## src/design/oag_pkg.sv

```systemverilog
package oag_pkg;

    // ****************************************
    // Addressing modes and sequencer states
    // ****************************************
    typedef enum logic [9:0] {
        MODE_IMPLIED = 10'h001,
        MODE_LITERAL = 10'h002,
        MODE_PAGE_ZERO = 10'h004,
        MODE_FULL_ADDRESS = 10'h008,
        MODE_POINTER = 10'h010,
        MODE_POINTER_BYTE = 10'h020,
        MODE_POINTER_WORD = 10'h040,
        MODE_PC_OFFSET = 10'h080,
        MODE_BIT_WRITE = 10'h100,
        MODE_BIT_JUMP = 10'h200
    } oag_mode_e;

    typedef enum logic [4:0] {
        ST_IDLE = 5'h01,
        ST_OPCODE = 5'h02,
        ST_BYTE1 = 5'h04,
        ST_BYTE2 = 5'h08,
        ST_TEST = 5'h10
    } oag_state_e;

    // ****************************************
    // Opcode upper nibble groups
    // ****************************************
    localparam logic [3:0] NIB_BIT_JUMP = 4'h0;
    localparam logic [3:0] NIB_BIT_WRITE = 4'h1;
    localparam logic [3:0] NIB_PC_OFFSET = 4'h2;
    localparam logic [3:0] NIB_RMW_PAGE = 4'h3;
    localparam logic [3:0] NIB_RMW_ACC = 4'h4;
    localparam logic [3:0] NIB_RMW_INDEX = 4'h5;
    localparam logic [3:0] NIB_RMW_PTR_BYTE = 4'h6;
    localparam logic [3:0] NIB_RMW_PTR = 4'h7;
    localparam logic [3:0] NIB_LITERAL = 4'ha;
    localparam logic [3:0] NIB_PAGE_ZERO = 4'hb;
    localparam logic [3:0] NIB_FULL_ADDRESS = 4'hc;
    localparam logic [3:0] NIB_PTR_WORD = 4'hd;
    localparam logic [3:0] NIB_PTR_BYTE = 4'he;
    localparam logic [3:0] NIB_PTR = 4'hf;

    // ****************************************
    // Instruction lengths and reset values
    // ****************************************
    localparam logic [1:0] LEN_ONE = 2'h1;
    localparam logic [1:0] LEN_TWO = 2'h2;
    localparam logic [1:0] LEN_THREE = 2'h3;
    localparam logic [15:0] PC_STEP_ONE = 16'h0001;
    localparam logic [15:0] PC_STEP_TWO = 16'h0002;
    localparam logic [15:0] PC_STEP_THREE = 16'h0003;
    localparam logic [15:0] ADDR_RESET = 16'h0000;
    localparam logic [7:0] BYTE_RESET = 8'h00;

endpackage

```

## src/design/oag_decode.sv

```systemverilog
`timescale 1ns/10ps
`default_nettype none
module oag_decode
(
    // Opcode in
    input wire logic [7:0] opcode,
    // Decoded mode and length
    output oag_pkg::oag_mode_e mode,
    output logic [1:0] instr_len
);

    always_comb
    begin
        case (opcode[7:4])
            oag_pkg::NIB_BIT_JUMP: mode = oag_pkg::MODE_BIT_JUMP;
            oag_pkg::NIB_BIT_WRITE: mode = oag_pkg::MODE_BIT_WRITE;
            oag_pkg::NIB_PC_OFFSET: mode = oag_pkg::MODE_PC_OFFSET;
            oag_pkg::NIB_RMW_PAGE: mode = oag_pkg::MODE_PAGE_ZERO;
            oag_pkg::NIB_RMW_ACC: mode = oag_pkg::MODE_IMPLIED;
            oag_pkg::NIB_RMW_INDEX: mode = oag_pkg::MODE_IMPLIED;
            oag_pkg::NIB_RMW_PTR_BYTE: mode = oag_pkg::MODE_POINTER_BYTE;
            oag_pkg::NIB_RMW_PTR: mode = oag_pkg::MODE_POINTER;
            oag_pkg::NIB_LITERAL: mode = oag_pkg::MODE_LITERAL;
            oag_pkg::NIB_PAGE_ZERO: mode = oag_pkg::MODE_PAGE_ZERO;
            oag_pkg::NIB_FULL_ADDRESS: mode = oag_pkg::MODE_FULL_ADDRESS;
            oag_pkg::NIB_PTR_WORD: mode = oag_pkg::MODE_POINTER_WORD;
            oag_pkg::NIB_PTR_BYTE: mode = oag_pkg::MODE_POINTER_BYTE;
            oag_pkg::NIB_PTR: mode = oag_pkg::MODE_POINTER;
            // Control group 8..9 has no operand
            default: mode = oag_pkg::MODE_IMPLIED;
        endcase
        case (mode)
            oag_pkg::MODE_IMPLIED,
            oag_pkg::MODE_POINTER: instr_len = oag_pkg::LEN_ONE;
            oag_pkg::MODE_FULL_ADDRESS,
            oag_pkg::MODE_POINTER_WORD,
            oag_pkg::MODE_BIT_JUMP: instr_len = oag_pkg::LEN_THREE;
            default: instr_len = oag_pkg::LEN_TWO;
        endcase
    end

endmodule
`default_nettype wire

```

## src/design/oag_core.sv

```systemverilog
// What this block does
// - Ten operand addressing modes are decoded and served, no more and no fewer.
// - An implied-mode instruction is one byte, fetches no operand bytes and advances the counter by one.
// - Literal mode places the operand one past the opcode and advances the counter by two.
// - Page-zero mode takes the next byte as low address with a zero high byte and advances by two.
// - Full-address mode takes the next byte as high address, the one after as low, and advances by three.
// - Pointer mode uses the pointer value as low address with a zero high byte and advances by one.
// - Pointer-plus-byte mode adds pointer and offset unsigned, the carry becoming the high byte, advance two.
// - Pointer-plus-word mode adds pointer to the low offset byte and its carry into the high byte, advance three.
// - A relative branch adds the signed offset to the counter plus two only when its condition holds.
// - A single-bit write takes the bit from the opcode, the page-zero address from the next byte, advance two.
// - Bit-test-with-jump tests a page-zero bit for the opcode polarity and jumps by the signed third byte.
// - Every bit-test-with-jump copies the tested bit into the carry flag, taken or not.
`timescale 1ns/10ps
`default_nettype none
module oag_core
#(
    parameter int ADDR_W = 16,
    parameter int DATA_W = 8
)
(
    // Clock and reset
    input wire logic clk,
    input wire logic reset_n,
    // Instruction request
    input wire logic start,
    input wire logic [ADDR_W-1:0] pc_in,
    input wire logic [DATA_W-1:0] index_in,
    input wire logic branch_cond,
    // Memory read port, data taken in the same cycle as the strobe
    output logic [ADDR_W-1:0] mem_addr,
    output logic mem_rd,
    input wire logic [DATA_W-1:0] mem_rdata,
    // Results
    output logic busy,
    output logic done,
    output oag_pkg::oag_mode_e addr_mode,
    output logic [ADDR_W-1:0] operand_location,
    output logic operand_valid,
    output logic [ADDR_W-1:0] pc_next,
    // Carry flag update
    output logic carry_we,
    output logic carry_bit,
    // Single-bit write request
    output logic bit_write_en,
    output logic [2:0] bit_write_num,
    output logic bit_write_value
);

    // ****************************************
    // Helpers
    // ****************************************
    function automatic logic [ADDR_W-1:0] pc_plus(input logic [ADDR_W-1:0] base, input logic [ADDR_W-1:0] step);
        pc_plus = base + step;
    endfunction

    // Signed 8-bit displacement added to an already advanced counter
    function automatic logic [ADDR_W-1:0] branch_add(input logic [ADDR_W-1:0] base, input logic [DATA_W-1:0] off);
        logic [ADDR_W-1:0] full_address_mode;
        full_address_mode = {{(ADDR_W-DATA_W){off[DATA_W-1]}}, off};
        branch_add = base + full_address_mode;
    endfunction

    function automatic logic [ADDR_W-1:0] page_zero(input logic [DATA_W-1:0] low);
        page_zero = {{(ADDR_W-DATA_W){1'b0}}, low};
    endfunction

    // ****************************************
    // State
    // ****************************************
    oag_pkg::oag_state_e state_reg, state_next;
    oag_pkg::oag_mode_e mode_reg, mode_next;
    oag_pkg::oag_mode_e dec_mode;
    logic [1:0] dec_len;
    logic [7:0] opcode_reg, opcode_next;
    logic [DATA_W-1:0] byte1_reg, byte1_next;
    logic [DATA_W-1:0] byte2_reg, byte2_next;
    logic [DATA_W-1:0] index_reg, index_next;
    logic [ADDR_W-1:0] pc_base_reg, pc_base_next;
    logic branch_cond_reg, branch_cond_next;
    logic [ADDR_W-1:0] mem_addr_next;
    logic mem_rd_next;
    logic busy_next;
    logic done_next;
    logic [ADDR_W-1:0] operand_location_next;
    logic operand_valid_next;
    logic [ADDR_W-1:0] pc_next_next;
    logic carry_we_next;
    logic carry_bit_next;
    logic bit_write_en_next;
    logic [2:0] bit_write_num_next;
    logic bit_write_value_next;
    logic [DATA_W:0] sum_low;
    logic tested_bit;

    // Decode straight off the read data in the opcode cycle
    oag_decode u_decode
    (
        .opcode(mem_rdata[7:0]),
        .mode(dec_mode),
        .instr_len(dec_len)
    );

    // ****************************************
    // Sequencer next state
    // ****************************************
    always_comb
    begin
        state_next = state_reg;
        mode_next = mode_reg;
        opcode_next = opcode_reg;
        byte1_next = byte1_reg;
        byte2_next = byte2_reg;
        index_next = index_reg;
        pc_base_next = pc_base_reg;
        branch_cond_next = branch_cond_reg;
        mem_addr_next = mem_addr;
        mem_rd_next = 1'b0;
        busy_next = busy;
        done_next = 1'b0;
        operand_location_next = operand_location;
        operand_valid_next = operand_valid;
        pc_next_next = pc_next;
        carry_we_next = 1'b0;
        carry_bit_next = carry_bit;
        bit_write_en_next = 1'b0;
        bit_write_num_next = bit_write_num;
        bit_write_value_next = bit_write_value;
        sum_low = '0;
        tested_bit = 1'b0;
        case (state_reg)
            oag_pkg::ST_IDLE:
            begin
                if (start)
                begin
                    // Pointer and condition are captured once so a moving core cannot skew them
                    pc_base_next = pc_in;
                    index_next = index_in;
                    branch_cond_next = branch_cond;
                    mem_addr_next = pc_in;
                    mem_rd_next = 1'b1;
                    busy_next = 1'b1;
                    operand_valid_next = 1'b0;
                    state_next = oag_pkg::ST_OPCODE;
                end
            end
            oag_pkg::ST_OPCODE:
            begin
                opcode_next = mem_rdata[7:0];
                mode_next = dec_mode;
                if (dec_len == oag_pkg::LEN_ONE)
                begin
                    // No operand bytes fetched for one-byte forms
                    done_next = 1'b1;
                    busy_next = 1'b0;
                    pc_next_next = pc_plus(pc_base_reg, oag_pkg::PC_STEP_ONE);
                    if (dec_mode == oag_pkg::MODE_POINTER)
                    begin
                        operand_location_next = page_zero(index_reg);
                        operand_valid_next = 1'b1;
                    end
                    state_next = oag_pkg::ST_IDLE;
                end
                else
                begin
                    mem_addr_next = pc_plus(pc_base_reg, oag_pkg::PC_STEP_ONE);
                    mem_rd_next = 1'b1;
                    state_next = oag_pkg::ST_BYTE1;
                end
            end
            oag_pkg::ST_BYTE1:
            begin
                byte1_next = mem_rdata;
                state_next = oag_pkg::ST_IDLE;
                done_next = 1'b1;
                busy_next = 1'b0;
                pc_next_next = pc_plus(pc_base_reg, oag_pkg::PC_STEP_TWO);
                operand_valid_next = 1'b1;
                case (mode_reg)
                    oag_pkg::MODE_LITERAL:
                        operand_location_next = pc_plus(pc_base_reg, oag_pkg::PC_STEP_ONE);
                    oag_pkg::MODE_PAGE_ZERO:
                        operand_location_next = page_zero(mem_rdata);
                    oag_pkg::MODE_BIT_WRITE:
                    begin
                        operand_location_next = page_zero(mem_rdata);
                        bit_write_en_next = 1'b1;
                        bit_write_num_next = opcode_reg[3:1];
                        bit_write_value_next = ~opcode_reg[0];
                    end
                    oag_pkg::MODE_POINTER_BYTE:
                    begin
                        sum_low = {1'b0, index_reg} + {1'b0, mem_rdata};
                        operand_location_next = {{(ADDR_W-DATA_W-1){1'b0}}, sum_low};
                    end
                    oag_pkg::MODE_PC_OFFSET:
                    begin
                        operand_valid_next = 1'b0;
                        if (branch_cond_reg)
                            pc_next_next = branch_add(pc_plus(pc_base_reg, oag_pkg::PC_STEP_TWO), mem_rdata);
                    end
                    default:
                    begin
                        // Three-byte forms need the next byte
                        done_next = 1'b0;
                        busy_next = 1'b1;
                        operand_valid_next = 1'b0;
                        pc_next_next = pc_next;
                        mem_addr_next = pc_plus(pc_base_reg, oag_pkg::PC_STEP_TWO);
                        mem_rd_next = 1'b1;
                        state_next = oag_pkg::ST_BYTE2;
                    end
                endcase
            end
            oag_pkg::ST_BYTE2:
            begin
                byte2_next = mem_rdata;
                pc_next_next = pc_plus(pc_base_reg, oag_pkg::PC_STEP_THREE);
                case (mode_reg)
                    oag_pkg::MODE_FULL_ADDRESS:
                    begin
                        operand_location_next = {byte1_reg, mem_rdata};
                        operand_valid_next = 1'b1;
                        done_next = 1'b1;
                        busy_next = 1'b0;
                        state_next = oag_pkg::ST_IDLE;
                    end
                    oag_pkg::MODE_POINTER_WORD:
                    begin
                        sum_low = {1'b0, index_reg} + {1'b0, mem_rdata};
                        operand_location_next = {byte1_reg + {{(DATA_W-1){1'b0}}, sum_low[DATA_W]},
                                                 sum_low[DATA_W-1:0]};
                        operand_valid_next = 1'b1;
                        done_next = 1'b1;
                        busy_next = 1'b0;
                        state_next = oag_pkg::ST_IDLE;
                    end
                    default:
                    begin
                        // Bit test: read the page-zero byte before deciding
                        pc_next_next = pc_next;
                        operand_location_next = page_zero(byte1_reg);
                        mem_addr_next = page_zero(byte1_reg);
                        mem_rd_next = 1'b1;
                        state_next = oag_pkg::ST_TEST;
                    end
                endcase
            end
            oag_pkg::ST_TEST:
            begin
                tested_bit = mem_rdata[opcode_reg[3:1]];
                carry_we_next = 1'b1;
                carry_bit_next = tested_bit;
                operand_valid_next = 1'b1;
                // Even opcodes jump on a one, odd on a zero
                if (tested_bit ^ opcode_reg[0])
                    pc_next_next = branch_add(pc_plus(pc_base_reg, oag_pkg::PC_STEP_THREE), byte2_reg);
                else
                    pc_next_next = pc_plus(pc_base_reg, oag_pkg::PC_STEP_THREE);
                done_next = 1'b1;
                busy_next = 1'b0;
                state_next = oag_pkg::ST_IDLE;
            end
            default:
            begin
                state_next = oag_pkg::ST_IDLE;
                busy_next = 1'b0;
            end
        endcase
    end

    // ****************************************
    // Registers
    // ****************************************
    always_ff @(posedge clk or negedge reset_n)
    begin
        if (!reset_n)
        begin
            state_reg <= oag_pkg::ST_IDLE;
            mode_reg <= oag_pkg::MODE_IMPLIED;
            opcode_reg <= oag_pkg::BYTE_RESET;
            byte1_reg <= oag_pkg::BYTE_RESET;
            byte2_reg <= oag_pkg::BYTE_RESET;
            index_reg <= oag_pkg::BYTE_RESET;
            pc_base_reg <= oag_pkg::ADDR_RESET;
            branch_cond_reg <= 1'b0;
            mem_addr <= oag_pkg::ADDR_RESET;
            mem_rd <= 1'b0;
            busy <= 1'b0;
            done <= 1'b0;
            operand_location <= oag_pkg::ADDR_RESET;
            operand_valid <= 1'b0;
            pc_next <= oag_pkg::ADDR_RESET;
            carry_we <= 1'b0;
            carry_bit <= 1'b0;
            bit_write_en <= 1'b0;
            bit_write_num <= 3'h0;
            bit_write_value <= 1'b0;
        end
        else
        begin
            state_reg <= state_next;
            mode_reg <= mode_next;
            opcode_reg <= opcode_next;
            byte1_reg <= byte1_next;
            byte2_reg <= byte2_next;
            index_reg <= index_next;
            pc_base_reg <= pc_base_next;
            branch_cond_reg <= branch_cond_next;
            mem_addr <= mem_addr_next;
            mem_rd <= mem_rd_next;
            busy <= busy_next;
            done <= done_next;
            operand_location <= operand_location_next;
            operand_valid <= operand_valid_next;
            pc_next <= pc_next_next;
            carry_we <= carry_we_next;
            carry_bit <= carry_bit_next;
            bit_write_en <= bit_write_en_next;
            bit_write_num <= bit_write_num_next;
            bit_write_value <= bit_write_value_next;
        end
    end

    assign addr_mode = mode_reg;

endmodule
`default_nettype wire

```

## config.mk

```make
export PLATFORM = sky130hd
export DESIGN_NAME = oag_core
export DESIGN_NICKNAME = d
export VERILOG_FILES = /design/src/design/oag_pkg.sv /design/src/design/oag_decode.sv /design/src/design/oag_core.sv
export SDC_FILE = /design/constraint.sdc
export NUM_CORES = 1
export LEC_CHECK = 0
export ABC_CLOCK_PERIOD_IN_PS = 4800
export BUFFER_PORTS_ARGS = -buffer_cell sky130_fd_sc_hd__clkbuf_2
export CAP_MARGIN = 25
export CORE_MARGIN = 2
export CORE_UTILIZATION = 50
export DETAILED_ROUTE_END_ITERATION = 7
export PLACE_DENSITY = 0.79
export SLEW_MARGIN = 30
export SYNTH_ARGS = -nofsm -noshare
export SYNTH_HDL_FRONTEND = slang
export SYNTH_SLANG_ARGS = --single-unit
```

## constraint.sdc

```tcl
create_clock -name clk -period 4.8 [get_ports clk]
set_input_delay 0.96 -clock clk [delete_from_list [all_inputs] [get_ports clk]]
set_output_delay 0.96 -clock clk [all_outputs]
set_load 0.02 [all_outputs]
```

Word level (Yosys, flattened, before mapping)
Memory sizes are Yosys's and may differ from the RTL's.
Index checks and enable logic that the tools add are counted.
{"block": "totals", "memories": 1, "output_inout_bits": 69, "inputBits": 36, "register_bits": 119, "mem_bits_ro": 160, "word_cells": 121}
{"block": "op_classes", "magnitude_cmp": 1, "n_addsub": 7, "n_reduce_logical": 17, "n_mux": 46, "n_eq_ne": 27, "n_bitwise": 2}
{"memory": "(name not given)", "words": 16, "word_bits": 10, "read_ports": 1, "rd_clocked_by_memory_dff": 0, "wr": 0, "line": "oag_decode.sv:14", "text": "case (opcode[7:4])"}
{"op": "$mux 16", "n": 10}
{"op": "$pmux 16 s4", "n": 2}
{"op": "$pmux 16 s3", "n": 2}
{"op": "$pmux 16 s2", "n": 2}
{"op": "$add 16x16->16", "n": 2}
{"op": "$add 16x2->16 const B", "n": 2}
{"op": "$eq 10x4->1 const B", "n": 2}
{"op": "$eq 10x7->1 const B", "n": 2}
{"op": "$pmux 5 s4", "n": 1}
{"op": "$mux 1", "n": 19}
{"op": "$add 16x1->16 const B", "n": 1}
{"op": "$ne 2x2->1 const B", "n": 7}
{"op": "$pmux 1 s4", "n": 3}
{"op": "$eq 10x1->1 const B", "n": 1}
{"op": "$eq 10x10->1 const B", "n": 1}
{"op": "$eq 10x2->1 const B", "n": 1}
{"op": "$eq 10x3->1 const B", "n": 1}
{"op": "$eq 10x5->1 const B", "n": 1}
{"op": "$eq 10x6->1 const B", "n": 1}
{"op": "$eq 10x8->1 const B", "n": 1}
{"op": "$eq 10x9->1 const B", "n": 1}
{"op": "$mux 5", "n": 2}
{"op": "$reduce_and 5->1", "n": 2}
{"op": "$add 8x8->9", "n": 1}
{"op": "other kinds (27)", "n": 32}

Longest topological paths before layout
An unclocked memory read counts as a cell.
{"block": "logic_depth", "depth_word": 7, "depth_mapped": 19, "mapped_depth_nobuf": 19}

Cells and area by module
From an unflattened synthesis, not the netlist that was laid out.
{"block": "unflattened", "cells_unflattened": 1132, "area_unflattened_um2": 8984.9}
{"mod": "oag_core", "seq_area_each_um2": 2980.4, "cells_each": 1109, "n_inst": 1, "area_per_inst_um2": 8767.2}
{"mod": "oag_decode", "seq_area_each_um2": 0.0, "cells_each": 23, "n_inst": 1, "area_per_inst_um2": 217.7}

Worst setup path after synthesis
No wires, ideal clock.
{"block": "synth_path", "path_type": "in2reg", "startpoint": "input mem_rdata[0]", "endpoint": "register operand_location[14]", "path_slack_ns": 1.086, "setup_time_ns": 0.137, "arrival_ns": 3.577, "path_buffers": 0, "required_ns": 4.663, "cell_stages": 19, "path_cell_list": "ha_1 > inv_1 > fa_1 > nor2b_1 > o21ai_0 > a21boi_0 > o21ai_0 > a21boi_0 > o21ai_0 > nand2b_1 > ha_1 > ha_1 > and3_1 > nand3_1 > and2_0 > o21ai_0 > o31ai_1 > a21oi_1 > a21oi_1"}
{"block": "synth_via", "elab_chain_cells": 4}
{"item": "start: declaration", "line": "oag_core.sv:33", "text": "input wire logic [DATA_W-1:0] mem_rdata,"}
{"item": "$add 8x8->9", "line": "oag_core.sv:230", "text": "sum_low = {1'b0, index_reg} + {1'b0, mem_rdata};"}
{"item": "$add 8x1->8", "line": "oag_core.sv:231", "text": "operand_location_next = {byte1_reg + {{(DATA_W-1){1'b0}}, sum_low[DATA_W]},"}
{"item": "$pmux 16 s2", "line": "oag_core.sv:219", "text": "case (mode_reg)"}
{"item": "$pmux 16 s3", "line": "oag_core.sv:131", "text": "case (state_reg)"}
{"item": "end signal: assignment", "line": "oag_core.sv:291", "text": "operand_location <= oag_pkg::ADDR_RESET;"}
{"item": "end signal: assignment", "line": "oag_core.sv:314", "text": "operand_location <= operand_location_next;"}
{"item": "end: declaration", "line": "oag_core.sv:38", "text": "output logic [ADDR_W-1:0] operand_location,"}
Every way passes these cells.
A chain may end at the register's enable or synchronous reset.

Worst setup path after layout
{"block": "layout_path", "startpoint": "register pc_base_reg[3]", "endpoint": "register pc_next[15]"}
{"block": "layout_via", "elab_chain_cells": 5, "elab_cells_between_ends": 11, "cone_classes": "add/sub: 5; mux: 6"}
{"item": "start: declaration", "line": "oag_core.sv:79", "text": "logic [ADDR_W-1:0] pc_base_reg, pc_base_next;"}
{"item": "start signal: assignment", "line": "oag_core.sv:285", "text": "pc_base_reg <= oag_pkg::ADDR_RESET;"}
{"item": "start signal: assignment", "line": "oag_core.sv:308", "text": "pc_base_reg <= pc_base_next;"}
{"item": "$add 16x2->16", "line": "oag_core.sv:54", "text": "pc_plus = base + step;"}
{"item": "$add 16x16->16", "line": "oag_core.sv:61", "text": "branch_add = base + full_address_mode;"}
{"item": "$mux 16", "line": "oag_core.sv:199", "text": "if (branch_cond_reg)"}
{"item": "$pmux 16 s2", "line": "oag_core.sv:179", "text": "case (mode_reg)"}
{"item": "$pmux 16 s4 *", "line": "oag_core.sv:131"}
{"item": "end signal: assignment", "line": "oag_core.sv:293", "text": "pc_next <= oag_pkg::ADDR_RESET;"}
{"item": "end signal: assignment", "line": "oag_core.sv:316", "text": "pc_next <= pc_next_next;"}
{"item": "end: declaration", "line": "oag_core.sv:40", "text": "output logic [ADDR_W-1:0] pc_next,"}
Mark *: on every way between the ends. The rest lies on a longest branch, timed or not. The select of a mux whose other input is x is not followed.

==> results.toml <==
[status]
status = "finished, final reports clean"

[place]
dp_hpwl_mm = 20.18
placed_area_mm2 = 0.009345
place.gp.congestion = 0.9753
io_buffers = 104

[routing]
viasPerCell = 6.180
wl_per_cell_um = 19.78
routed_wl_mm = 27.67
drcViolationCount = 0
ant_nets = 0
firstDrtPassIters = 6
vias = 8646
dr.first_iter.drc_count = 1043

[finish]
syn2layout_area_growth_pct = 15.66
fin_area_mm2 = 0.009981
nets = 1245
drive_gt1_share_pct = 15.43
fin_util_pct = 58.52

[floorplanning]
dieWidth_um = 135.4
dieArea_mm2 = 0.01833
initial_core_util_pct = 50.59
die_y_um = 135.4
core_mm2 = 0.01706
pin_count = 105
std_cell_rows = 48

[clocking]
cts_tree = "yes"
htree_levels = 4
post-cts-setup-buffers = 0
cts_resized = 0
clockBufferDepth = 2
numCtsBuffers = 17
cts_sinks = 119
clk_latency_ps = 430
cts-root-buf = "clkbuf_16"
clk_pin_slew_ps = 50
postCtsHoldBufs = 0

[logic_synthesis]
ys_seq_area_share_pct = 34.54
syn_area_mm2 = 0.008630
synth_nets = 1163
synth-main-ff-cell = "dfrtp_1"
yosys_register_bits = 119
async_flop_share_pct = 100.0
synthCells = 1078
synth.top_cell.area_share_pct = 33.93
ys_warn_count = 0
synth_edf_count = 0
synth_area_leaders = "dfrtp_1, nand2_1, ha_1"
synth.largest_area_cell = "dfrtp_1"
synthTopCellsByCount = "nand2_1, dfrtp_1, nor2_1"
avgSynthCellArea_um2 = 8.005
synth_cell_type_count = 72
synth.most_common_cell = "nand2_1"

[timing]
fmax_ghz = 0.2477
drv_slew = 0
final-hold-violation-count = 0
worstMarginPinSlew_ps = 893.2
layout_min_cycle_time_ps = 4036
skew_ps = 7.910
grt_setup_unrepaired = "false"
post-route-period-util_pct = 84.09
maxSlewHeadroom_pct = 40.31
finalSetupTns_ps = 0
hold_slack_ps = 488.9
finalSetupViolCount = 0

[critical_path]
crit_required_ps = 5170
r2r-start = "pc_base_reg[3]"
cp_max_fo = 10
path_class = "register to register"
cp.arrival_ps = 4400
rrSetupSlack_ps = 760
end_kind = "register"
r2r_end = "pc_next[15]"
worstSetupStartpointType = "register"
ff2ff_path_depth = 14

[min_path]
hp-start = "carry_bit"
holdPathStages = 2
worstHoldEndpoint = "carry_bit"
min_path_type = "register to register"

[global_route]
grt_pass1_wl_mm = 43.18
grt_pass1_vias = 7826
grtUsageTotal_pct = 30.69
antenna_found_initial = 1
grt_overflow = 0
grt_max_degree = 54

[pwr]
p_per_area_mw_per_mm2 = 770.3
power_w = 0.007688
power.leakage_nw = 4.532
irDropWorstVdd_mv = 0.3637

[run]
drv_cap = 0
-- metal layers --
layer	track usage [%]	up-vias	wire, µm
li1	-	4002	-
met1	42.64	4027	11290
met4	13.14	0	1040
met3	5.612	65	2828
met2	47.18	552	12510
met5	0	-	0
-- cells in the final DEF (no fill, tap or decap), drive strengths merged, types with 7 or more instances in the layout --
| cell | synthesis | routed |
|---|---|---|
| nand2 | 211 | 211 |
| o22ai | 9 | 9 |
| nand2b | 9 | 9 |
| xor2 | 36 | 36 |
| nor3 | 23 | 23 |
| o21ai | 64 | 64 |
| a22oi | 13 | 13 |
| o21a | 7 | 7 |
| a222oi | 10 | 10 |
| a21oi | 94 | 94 |
| o31ai | 7 | 7 |
| clkbuf | 46 | 128 |
| a31oi | 12 | 12 |
| dfrtp | 117 | 117 |
| nor2 | 110 | 110 |
| buf | 16 | 22 |
| ha | 46 | 46 |
| nand3 | 26 | 26 |
| a211oi | 12 | 12 |
| inv | 33 | 33 |
| xnor2 | 36 | 36 |
| a221oi | 16 | 16 |
| and3 | 9 | 9 |
| o211ai | 9 | 9 |
-- worst max-delay path: stages (launching register included) --
cell,delay (ps)
dfrtp_1,530
nand2_1,240
nor3_1,520
nand3_1,160
xnor2_1,270
ha_1,330
and3_1,220
a221o_1,350
a21oi_1,280
a311oi_1,170
o21ai_0,240
a21oi_1,100
a31oi_1,190
mux2i_1,210
o22a_1,150
-- cell type report --
class                      count  area (µm²)
antenna                        1       2.502
tap                          225       281.5
inverter                      34       127.6
timing repair buffer         125       680.7
clock inverter                 7       116.4
clock buffer                  25       495.5
fill                        1544        7076
sequential                   119        2980
multi-input combinational    863        5296
-- through the flow --
stage | instances | setup slack [ps]
after floorplan | 1078 | 1086
after global routing | 1399 | 486.1
final | 1399 | 763.6
after CTS | 1398 | 818.0
after global placement | 1366 | 631.3
after detailed placement | 1366 | 530.2
-- power breakdown --
part | total (W) | internal (W) | switching [W]
Sequential | 0.00203 | 0.00146 | 0.000563
Combinational | 0.00432 | 0.00167 | 0.00265
Clock | 0.00134 | 0.000871 | 0.000473
Total | 0.00769 | 0.00400 | 0.00369
-- cells by family after synthesis --
| kind of cell | share of synthesized area (%) |
|---|---|
| mux | 1.609 |
| buf+inv | 4.625 |
| xor+xnor | 7.307 |
| flops | 34.54 |
| simple gates | 23.23 |
| fa+ha+maj | 7.366 |
| compound gates | 21.33 |
-- how the worst max path moves through the flow --
stage                   startpoint              endpoint  slack (ps)  depth (start not counted)
floorplan             mem_rdata[0]  operand_location[14]        1090                         19
global placement      mem_rdata[1]  operand_location[14]         630                         19
detailed placement    mem_rdata[1]  operand_location[14]         530                         19
CTS                 pc_base_reg[3]           pc_next[15]         820                         14
global route        pc_base_reg[3]           pc_next[15]         490                         14
finish              pc_base_reg[3]           pc_next[15]         760                         14
No activity file was read; power rests on OpenSTA's default activity.
